## src/ucer_map.vh

```
// Purpose: Constants for the control endpoint responder
// Assumes: Included by bare name from the design files
// Notes:   Offsets are APB byte addresses
`ifndef UCER_MAP_VH
`define UCER_MAP_VH

`define UCER_OFF_MODE     8'h00
`define UCER_OFF_COUNT    8'h04
`define UCER_OFF_BUF      8'h20
`define UCER_BUF_MASK     8'he0

// Mode register fields
`define UCER_MODE_LSB     0
`define UCER_ACK_BIT      4
`define UCER_OUT_BIT      5
`define UCER_IN_BIT       6
`define UCER_SETUP_BIT    7

// Count register fields
`define UCER_CNT_LSB      0
`define UCER_DVAL_BIT     6
`define UCER_DATA_TOGGLE_FIELD_BIT     7

// Endpoint mode codes
`define UCER_M_DISABLE    4'h0
`define UCER_M_NAK_IO     4'h1
`define UCER_M_STS_OUT    4'h2
`define UCER_M_STALL_IO   4'h3
`define UCER_M_STS_IN     4'h6
`define UCER_M_ACKOUT_SI  4'hb
`define UCER_M_ACKIN_SO   4'hf

// Token codes
`define UCER_TOK_SETUP    2'h0
`define UCER_TOK_IN       2'h1
`define UCER_TOK_OUT      2'h2

// Handshake codes
`define UCER_HS_ACK       2'h0
`define UCER_HS_NAK       2'h1
`define UCER_HS_STALL     2'h2

// Packet lengths
`define UCER_MAX_LEN      4'ha
`define UCER_STS_LEN      4'h2

`define UCER_RST_MODE     4'h0
`endif

```

## src/ucer_buf.v

```verilog
// Purpose: Endpoint data buffer, one write and two read ports
// Assumes: Writes happen on mclk while ce is high
// Notes:   Contents are not reset, as on the real buffer
`timescale 1ns/100ps
module ucer_buf #(
  parameter DEPTH = 8,
  parameter AW    = 3
) (
  input  wire          mclk,
  input  wire          ce,
  input  wire          we,
  input  wire [AW-1:0] waddr,
  input  wire [7:0]    wdata,
  input  wire [AW-1:0] raddr_a,
  output wire [7:0]    rdata_a,
  input  wire [AW-1:0] raddr_b,
  output wire [7:0]    rdata_b
);

  reg [7:0] mem [0:DEPTH-1];

  always @(posedge mclk) begin
    if (ce && we) begin
      mem[waddr] <= wdata;
    end
  end

  assign rdata_a = mem[raddr_a];
  assign rdata_b = mem[raddr_b];

endmodule // ucer_buf

```

## src/ucer_responder.v

```verilog
// Purpose: Control endpoint token responder with APB registers
// Assumes: Decoded token and packet events arrive synchronous to mclk
// Notes:   ce low freezes every flop, the APB slave included
//
// The implementer's own choices: the APB slave port and the address map.
`timescale 1ns/100ps
`include "ucer_map.vh"

// Overview of operation
// (RQ1) Mode 0000 ignores everything, changes nothing
// (RQ2) SETUP over 10 bytes ignored, no handshake
// (RQ3) Invalid short SETUP ignored, no handshake
// (RQ4) Valid SETUP: ACK, flags, mode 0001, irq
// (RQ5) Mode 0011 IN gets STALL only
// (RQ6) Mode 0011 valid OUT STALL; bad OUT ignored
// (RQ7) Mode 0001 IN gets NAK only
// (RQ8) Mode 0001 valid OUT NAK; bad OUT ignored
// (RQ9) Ignored long SETUP may corrupt buffer
// (RQ10) Mode 1111 IN sends data; ack advances
// (RQ11) Mode 1111 OUT length not 2: STALL
// (RQ12) Mode 1111 2-byte OUT toggle 0: STALL
// (RQ13) Mode 1111 good status: ACK, mode 0010
// (RQ14) Mode 0010 IN: STALL, mode 0011, irq
// (RQ15) Mode 0010 bad status OUT: STALL, 0011
// (RQ16) Mode 0010 good status: ACK, mode kept
// (RQ17) Mode 1011 IN sends zero-length packet
// (RQ18) Data IN length equals count field
// (RQ19) Firmware avoids reserved mode codes
// (RQ20) Token fully handled before next accepted
module ucer_responder #(
  parameter AW = 8
) (
  input  wire          mclk,
  input  wire          rst,
  input  wire          ce,
  input  wire          psel,
  input  wire          penable,
  input  wire          pwrite,
  input  wire [AW-1:0] paddr,
  input  wire [31:0]   pwdata,
  output reg  [31:0]   prdata,
  output reg           pready,
  output reg           pslverr,
  input  wire          tok_valid,
  input  wire [1:0]    tok_pid,
  output reg           tok_ready,
  input  wire          rx_byte_valid,
  input  wire [7:0]    rx_byte,
  input  wire          rx_end,
  input  wire          rx_good,
  input  wire          rx_toggle,
  output reg           hs_valid,
  output reg  [1:0]    hs_code,
  output reg           tx_start,
  output reg  [3:0]    tx_len,
  output reg           tx_valid,
  output reg  [7:0]    tx_data,
  input  wire          tx_ready,
  input  wire          host_ack,
  input  wire          host_noack,
  output reg           ep_irq
);

  localparam [1:0] ST_IDLE = 2'h0;
  localparam [1:0] ST_RX   = 2'h1;
  localparam [1:0] ST_TX   = 2'h2;
  localparam [1:0] ST_WAIT = 2'h3;

  // Codes the engine acts on; reserved ones are treated as disabled
  function ctl_mode;
    input [3:0] m;
    begin
      case (m)
        `UCER_M_NAK_IO, `UCER_M_STS_OUT, `UCER_M_STALL_IO,
        `UCER_M_STS_IN, `UCER_M_ACKOUT_SI, `UCER_M_ACKIN_SO: ctl_mode = 1'b1;
        default: ctl_mode = 1'b0;
      endcase
    end
  endfunction

  reg [1:0] state_reg;
  reg [3:0] mode_reg;
  reg       setup_f_reg;
  reg       in_f_reg;
  reg       out_f_reg;
  reg       ack_f_reg;
  reg       tog_reg;
  reg       dval_reg;
  reg [3:0] cnt_reg;
  reg [1:0] pid_reg;
  reg       store_reg;
  reg       skip_reg;
  reg [3:0] rx_cnt_reg;
  reg [3:0] tx_idx_reg;

  wire [7:0] buf_rd_a;
  wire [7:0] buf_rd_b;

  // APB decode
  wire apb_acc  = psel && penable;
  wire apb_fire = apb_acc && pready;
  wire is_mode  = (paddr == `UCER_OFF_MODE);
  wire is_cnt   = (paddr == `UCER_OFF_COUNT);
  wire is_buf   = ((paddr & `UCER_BUF_MASK) == `UCER_OFF_BUF) && (paddr[1:0] == 2'h0);
  wire mapped   = is_mode || is_cnt || is_buf;
  wire apb_wr   = apb_fire && pwrite;

  // Data written while receiving; a junk packet may overwrite it
  wire rx_we   = (state_reg == ST_RX) && store_reg && rx_byte_valid &&
                 (rx_cnt_reg < 4'h8); // see (RQ9)
  wire buf_we  = rx_we || (apb_wr && is_buf);
  wire [2:0] buf_wa = rx_we ? rx_cnt_reg[2:0] : paddr[4:2];
  wire [7:0] buf_wd = rx_we ? rx_byte : pwdata[7:0];

  ucer_buf #(
    .DEPTH (8),
    .AW    (3)
  ) u_buf (
    .mclk    (mclk),
    .ce      (ce),
    .we      (buf_we),
    .waddr   (buf_wa),
    .wdata   (buf_wd),
    .raddr_a (paddr[4:2]),
    .rdata_a (buf_rd_a),
    .raddr_b (tx_idx_reg[2:0]),
    .rdata_b (buf_rd_b)
  );

  // Decision at the end of a SETUP or OUT data packet
  reg       d_hs;
  reg [1:0] d_code;
  reg       d_ld;
  reg [3:0] d_mode;
  reg       d_set;
  reg       d_out;
  reg       d_upd;
  reg       d_sts;
  wire      too_long = (rx_cnt_reg > `UCER_MAX_LEN);
  wire      pkt_ok   = rx_good && !too_long && !skip_reg; // see (RQ2) (RQ3)
  wire      good_sts = (rx_cnt_reg == `UCER_STS_LEN) && rx_toggle;

  always @* begin
    d_hs   = 1'b0;
    d_code = `UCER_HS_ACK;
    d_ld   = 1'b0;
    d_mode = mode_reg;
    d_set  = 1'b0;
    d_out  = 1'b0;
    d_upd  = 1'b0;
    d_sts  = 1'b0;
    if (pkt_ok && pid_reg == `UCER_TOK_SETUP) begin
      d_hs   = 1'b1; // see (RQ4)
      d_ld   = 1'b1;
      d_mode = `UCER_M_NAK_IO;
      d_set  = 1'b1;
      d_upd  = 1'b1;
    end else if (pkt_ok) begin
      case (mode_reg)
        `UCER_M_STALL_IO: begin
          d_hs   = 1'b1; // see (RQ6)
          d_code = `UCER_HS_STALL;
        end
        `UCER_M_NAK_IO: begin
          d_hs   = 1'b1; // see (RQ8)
          d_code = `UCER_HS_NAK;
        end
        `UCER_M_ACKIN_SO, `UCER_M_STS_OUT: begin
          d_hs = 1'b1;
          d_ld = 1'b1;
          if (good_sts) begin
            d_out = 1'b1; // see (RQ13) (RQ16)
            d_sts = 1'b1;
            d_mode = `UCER_M_STS_OUT;
          end else begin
            d_code = `UCER_HS_STALL; // see (RQ11) (RQ12) (RQ15)
            d_mode = `UCER_M_STALL_IO;
          end
        end
        `UCER_M_ACKOUT_SI: begin
          d_hs   = 1'b1;
          d_ld   = 1'b1;
          d_mode = `UCER_M_NAK_IO;
          d_out  = 1'b1;
          d_upd  = 1'b1;
        end
        `UCER_M_STS_IN: begin
          d_hs   = 1'b1;
          d_ld   = 1'b1;
          d_code = `UCER_HS_STALL;
          d_mode = `UCER_M_STALL_IO;
        end
        default: begin
          d_hs = 1'b0;
        end
      endcase
    end
  end

  wire rx_done = (state_reg == ST_RX) && rx_end;
  wire ev_rx   = rx_done && d_ld;
  wire ev_tx   = (state_reg == ST_WAIT) && host_ack;
  wire tok_in  = tok_valid && tok_ready && (tok_pid == `UCER_TOK_IN);
  wire in_stall_sts = tok_in && (mode_reg == `UCER_M_STS_OUT);

  // Register read mux
  reg [31:0] rd_mux;
  always @* begin
    rd_mux = 32'h0000_0000;
    if (is_mode) begin
      rd_mux[`UCER_MODE_LSB+3:`UCER_MODE_LSB] = mode_reg;
      rd_mux[`UCER_ACK_BIT]   = ack_f_reg;
      rd_mux[`UCER_OUT_BIT]   = out_f_reg;
      rd_mux[`UCER_IN_BIT]    = in_f_reg;
      rd_mux[`UCER_SETUP_BIT] = setup_f_reg;
    end else if (is_cnt) begin
      rd_mux[`UCER_CNT_LSB+3:`UCER_CNT_LSB] = cnt_reg;
      rd_mux[`UCER_DVAL_BIT] = dval_reg;
      rd_mux[`UCER_DATA_TOGGLE_FIELD_BIT] = tog_reg;
    end else if (is_buf) begin
      rd_mux[7:0] = buf_rd_a;
    end
  end

  // APB slave, one wait state per access
  always @(posedge mclk or posedge rst) begin
    if (rst) begin
      pready  <= 1'b0;
      pslverr <= 1'b0;
      prdata  <= 32'h0000_0000;
    end else if (ce) begin
      pready  <= apb_acc && !pready;
      pslverr <= apb_acc && !pready && !mapped;
      if (apb_acc && !pready) begin
        prdata <= pwrite ? 32'h0000_0000 : rd_mux;
      end
    end
  end

  // Endpoint registers; hardware events win over a same-cycle write
  always @(posedge mclk or posedge rst) begin
    if (rst) begin
      mode_reg    <= `UCER_RST_MODE;
      setup_f_reg <= 1'b0;
      in_f_reg    <= 1'b0;
      out_f_reg   <= 1'b0;
      ack_f_reg   <= 1'b0;
      tog_reg     <= 1'b0;
      dval_reg    <= 1'b0;
      cnt_reg     <= 4'h0;
    end else if (ce) begin
      if (apb_wr && is_mode) begin
        mode_reg    <= pwdata[`UCER_MODE_LSB+3:`UCER_MODE_LSB];
        ack_f_reg   <= pwdata[`UCER_ACK_BIT];
        out_f_reg   <= pwdata[`UCER_OUT_BIT];
        in_f_reg    <= pwdata[`UCER_IN_BIT];
        setup_f_reg <= pwdata[`UCER_SETUP_BIT];
      end
      if (apb_wr && is_cnt) begin
        cnt_reg  <= pwdata[`UCER_CNT_LSB+3:`UCER_CNT_LSB];
        dval_reg <= pwdata[`UCER_DVAL_BIT];
        tog_reg  <= pwdata[`UCER_DATA_TOGGLE_FIELD_BIT];
      end
      if (ev_rx) begin
        mode_reg <= d_mode;
        if (d_hs && d_code == `UCER_HS_ACK) begin
          ack_f_reg <= 1'b1;
        end
        if (d_set) begin
          setup_f_reg <= 1'b1;
        end
        if (d_out) begin
          out_f_reg <= 1'b1;
        end
        if (d_upd) begin
          cnt_reg  <= rx_cnt_reg;
          tog_reg  <= rx_toggle;
          dval_reg <= 1'b1;
        end
        if (d_sts) begin
          cnt_reg  <= `UCER_STS_LEN;
          tog_reg  <= 1'b1;
          dval_reg <= 1'b1;
        end
      end
      if (in_stall_sts) begin
        mode_reg <= `UCER_M_STALL_IO; // see (RQ14)
      end
      if (ev_tx) begin
        in_f_reg  <= 1'b1; // see (RQ10) (RQ17)
        ack_f_reg <= 1'b1;
        mode_reg  <= (mode_reg == `UCER_M_ACKIN_SO) ? `UCER_M_NAK_IO : `UCER_M_STALL_IO;
      end
    end
  end

  // Token sequencer
  always @(posedge mclk or posedge rst) begin
    if (rst) begin
      state_reg  <= ST_IDLE;
      tok_ready  <= 1'b0;
      pid_reg    <= `UCER_TOK_SETUP;
      store_reg  <= 1'b0;
      skip_reg   <= 1'b0;
      rx_cnt_reg <= 4'h0;
      tx_idx_reg <= 4'h0;
      hs_valid   <= 1'b0;
      hs_code    <= `UCER_HS_ACK;
      tx_start   <= 1'b0;
      tx_len     <= 4'h0;
      tx_valid   <= 1'b0;
      tx_data    <= 8'h00;
      ep_irq     <= 1'b0;
    end else if (ce) begin
      hs_valid <= 1'b0;
      tx_start <= 1'b0;
      ep_irq   <= 1'b0;
      // Ready only in idle, so no token overlaps an update
      tok_ready <= (state_reg == ST_IDLE) && !(tok_valid && tok_ready); // see (RQ20)
      case (state_reg)
        ST_IDLE: begin
          if (tok_valid && tok_ready) begin
            pid_reg    <= tok_pid;
            rx_cnt_reg <= 4'h0;
            tx_idx_reg <= 4'h0;
            // Disabled or reserved codes skip the packet untouched
            skip_reg   <= !ctl_mode(mode_reg); // see (RQ1) (RQ19)
            store_reg  <= ctl_mode(mode_reg) &&
                          (tok_pid == `UCER_TOK_SETUP ||
                           mode_reg == `UCER_M_ACKOUT_SI);
            if (tok_pid != `UCER_TOK_IN) begin
              state_reg <= ST_RX;
            end else begin
              case (mode_reg)
                `UCER_M_STALL_IO, `UCER_M_STS_OUT: begin
                  hs_valid <= 1'b1; // see (RQ5) (RQ14)
                  hs_code  <= `UCER_HS_STALL;
                  ep_irq   <= (mode_reg == `UCER_M_STS_OUT);
                  state_reg <= ST_IDLE;
                end
                `UCER_M_NAK_IO: begin
                  hs_valid <= 1'b1; // see (RQ7)
                  hs_code  <= `UCER_HS_NAK;
                  state_reg <= ST_IDLE;
                end
                `UCER_M_ACKIN_SO: begin
                  tx_start  <= 1'b1;
                  tx_len    <= cnt_reg; // see (RQ18)
                  state_reg <= ST_TX;
                end
                `UCER_M_ACKOUT_SI, `UCER_M_STS_IN: begin
                  tx_start  <= 1'b1;
                  tx_len    <= 4'h0; // see (RQ17)
                  state_reg <= ST_TX;
                end
                default: begin
                  state_reg <= ST_IDLE; // see (RQ1)
                end
              endcase
            end
          end
        end
        ST_RX: begin
          // Count saturates; anything past ten is already too long
          if (rx_byte_valid && rx_cnt_reg != 4'hf) begin
            rx_cnt_reg <= rx_cnt_reg + 4'h1;
          end
          if (rx_end) begin
            hs_valid  <= d_hs;
            hs_code   <= d_code;
            ep_irq    <= d_ld;
            state_reg <= ST_IDLE;
          end
        end
        ST_TX: begin
          if (!tx_valid || tx_ready) begin
            if (tx_idx_reg == tx_len) begin
              tx_valid  <= 1'b0;
              state_reg <= ST_WAIT;
            end else begin
              tx_valid   <= 1'b1;
              tx_data    <= buf_rd_b;
              tx_idx_reg <= tx_idx_reg + 4'h1;
            end
          end
        end
        ST_WAIT: begin
          // No acknowledge from the host leaves every register as is
          if (host_ack) begin
            ep_irq    <= 1'b1;
            state_reg <= ST_IDLE;
          end else if (host_noack) begin
            state_reg <= ST_IDLE;
          end
        end
        default: begin
          state_reg <= ST_IDLE;
        end
      endcase
    end
  end

endmodule // ucer_responder

```

## config.mk

```make
export PLATFORM = sky130hd
export DESIGN_NAME = ucer_responder
export DESIGN_NICKNAME = d
export VERILOG_FILES = /design/src/ucer_buf.v /design/src/ucer_responder.v
export VERILOG_INCLUDE_DIRS = /design/src /design/src/src
export SDC_FILE = /design/constraint.sdc
export NUM_CORES = 1
export LEC_CHECK = 0
export BUFFER_PORTS_ARGS = -buffer_cell sky130_fd_sc_hd__buf_2
export CAP_MARGIN = 10
export CORE_MARGIN = 1.5
export CORE_UTILIZATION = 50
export CTS_BUF_LIST = sky130_fd_sc_hd__clkbuf_16
export DETAILED_ROUTE_END_ITERATION = 10
export PLACE_DENSITY = 0.73
export SLEW_MARGIN = 20
export SYNTH_ARGS = -nofsm -noshare
export SYNTH_HDL_FRONTEND = slang
export SYNTH_SLANG_ARGS = --single-unit
```

## constraint.sdc

```tcl
create_clock -name mclk -period 7.3 [get_ports mclk]
set_input_delay 1.095 -clock mclk [delete_from_list [all_inputs] [get_ports mclk]]
set_output_delay 1.095 -clock mclk [all_outputs]
set_load 0.01 [all_outputs]
```

==> results.cfg <==
[power]
p_leak_nw = 3.01
p_total_w = 0.00225
ir_drop_mv = 0.217
power_density_nw_per_um2 = 305

[clock_network]
cts-htree-levels = 4
cts_buffers = 17
clock-sinks = 121
clockBufferDepth = 2
tritoncts = built
path_clk_slew_ns = 0.06
cts_resized = 0
cts_root_buf = clkbuf_16
postCtsSetupBuffers = 0
clk_latency_ns = 0.42
cts_hold_buf = 0

[logic_synthesis]
synth_ff_type = edfxtp_1
synth_area_um2 = 6410
synth_cell_types = 75
synth-seq-cells = 121
async_reset_ff_share_pct = 47.1
synth_top_area_share_pct = 30.0
syn_inst = 523
ys_seq_area_share_pct = 52.2
synth_area_leader_cell = edfxtp_1
synth.area.top_cells = edfxtp_1 30%, dfrtp_1 22%, mux4_2 11%
avgSynthCellArea_um2 = 12.3
synth-edff-count = 64
yosys_warnings = 0

[timing]
tns_ns = 0
slew_violations = 0
tightestPinTransition_ns = 0.993
fmax_ghz = 0.300
finalCritPeriodShare_pct = 45.7
rsz0062_at_grt = false
skew_ns = 0.00640
min_period_ns = 3.34
finalHoldViolations = 0
relSlewSlack_pct = 33.6
setup_viol = 0

[cells_and_area]
final_area_um2 = 7380
largest_reg_flops = 64
nNetsFinal = 654
area_delta_synth_final_pct = 15.0
final_common_cell = buf_2
fillers = 986
diodes = 0
layout_common_cells = 68 x buf_2, 64 x edfxtp_1, 60 x nand2_1
fin_util_pct = 58.7
top_regs = u_buf.mem x64, prdata x8, tx_data x8
drive_above_1_share_pct = 28.3
top_register = u_buf.mem

[min_path]
hold_class = flop to flop

[detailed_routing]
wirelength_um = 15600
via_per_inst = 5.99
drc = 0
m1WireLength_um = 6610
wl_per_cell_um = 20.2
highest_layer = met4
drt_pass1_iterations = 6
antenna_left = 0
vias = 4621
dr_wl_met3_um = 1400
drtIter0Drc = 518
wl_met2_um = 7300

[critical_path]
reg2reg_slack_ns = 3.96
end_kind = flop
reg2regPathDepth = 5
rr_startpoint = state_reg[0]$_DFFE_PP0P_
crit_arrival_ns = 3.38
cp-endpoint = u_buf.mem[1][7]$_DFFE_PP_
start_kind = flop
required_ns = 7.34
crit_type = flop to flop
crit_start = state_reg[0]$_DFFE_PP0P_
regToRegEndpoint = u_buf.mem[1][7]$_DFFE_PP_
path_max_fanout = 20

[place]
routabilityCongestion = 0.903
place_area_um2 = 6790
portBuffers = 68
dp_hpwl_um = 10800

[die]
die_w_um = 116
die_area_um2 = 13500
rows = 41
io_pins = 117
die_h_um = 116
start_util_pct = 51.0
core_um2 = 12600

[global_route]
grt_pass1_vias = 4589
grt_overflow_total = 0
grt_start_max_net_pins = 58
grt_antenna_before_repair = 0
grt_first_pass_wirelength_um = 24800
grtUsageTotal_pct = 25.2

[status]
outcome = completed

[flow_run]
max_cap_violations = 0
## logic make-up (layout without fill, tap and decap cells)
logic type | count (synthesis) | in the layout | share of synthesized area, %
compound gates | 99 | 99 | 11.4
other cells | 1 | 24 | 0.0585
fa+ha+maj | 3 | 3 | 0.585
mux | 64 | 64 | 16.6
buf+inv | 75 | 129 | 6.03
xor+xnor | 7 | 7 | 0.956
flops | 121 | 121 | 52.2
simple gates | 153 | 153 | 12.2
## layer usage
layer | up-vias | GRT usage [%]
met5 | - | 0
met4 | 0 | 9.43
met3 | 24 | 7.37
met2 | 242 | 38.5
met1 | 2279 | 34.6
li1 | 2076 | -
## cell type report
type                            instances  area [µm²]  share of cell area (%)
Sequential cell                       121        3350                    45.4
Multi-Input combinational cell        350        2770                    37.5
Clock buffer                           17         425                    5.77
Timing Repair Buffer                   70         355                    4.82
Tap cell                              172         215                    2.92
Clock inverter                         15         165                    2.24
Inverter                               27         101                    1.37
## cell usage after synthesis, types with 3 or more instances
cell type  number
or3_1           5
a21oi_1         8
a32o_1          3
edfxtp_1       64
dfrtp_1        57
nand4_1         4
o22ai_1         3
o21ai_0        23
nor2b_1         4
xnor2_1         3
clkbuf_1       15
a221o_1         3
a31oi_1         4
o31a_1          3
nor4_1          5
and2_1          3
nand2_1        60
mux2i_1        11
nor2_1         30
mux2_2         21
and3_1          4
nor3_1         10
o2bb2ai_1       3
buf_4          24
a22oi_1         7
o32a_1          3
nand2b_1        3
mux4_2         32
inv_1          25
a21o_1          4
buf_2           6
xor2_1          4
o31ai_1         8
nand3_1         7
ha_1            3
## per-stage QoR
stage | std cells | worst slack, ns | hold WS (ns)
2_1_floorplan | 546 | 4.35 | 0.446
3_3_place_gp | 740 | 3.73 | 0.465
3_5_place_dp | 740 | 3.65 | 0.469
4_1_cts | 772 | 3.95 | 0.490
5_1_grt | 772 | 3.71 | 0.511
6_report | 772 | 3.96 | 0.487
## power breakdown
group	internal, W	switching, W	leakage (nW)
clock network	0.000509	0.000326	0.290
registers	0.000806	0.000104	1.31
logic	0.000215	0.000287	1.41
total	0.00153	0.000717	3.01
## how the worst min path moves through the flow
stage                             endpoint                    from  depth (start not counted)  slack (ns)
floorplan             skip_reg$_DFFE_PP0P_    skip_reg$_DFFE_PP0P_                          2        0.45
global placement      skip_reg$_DFFE_PP0P_    skip_reg$_DFFE_PP0P_                          2        0.47
detailed placement     pslverr$_DFFE_PP0P_     pslverr$_DFFE_PP0P_                          1        0.47
CTS                    pslverr$_DFFE_PP0P_     pslverr$_DFFE_PP0P_                          1        0.49
global route        hs_code[1]$_DFFE_PP0P_  hs_code[1]$_DFFE_PP0P_                          1        0.51
finish                skip_reg$_DFFE_PP0P_    skip_reg$_DFFE_PP0P_                          2        0.49
## worst max-delay path, cell delays in order (launching register included)
cell and delay, ns:
dfrtp_1 0.63, inv_1 0.19, or4_1 0.92, nor2_1 0.19, o21ai_0 0.21, nor2_1 0.82
Power figures use the tool's default switching activity.
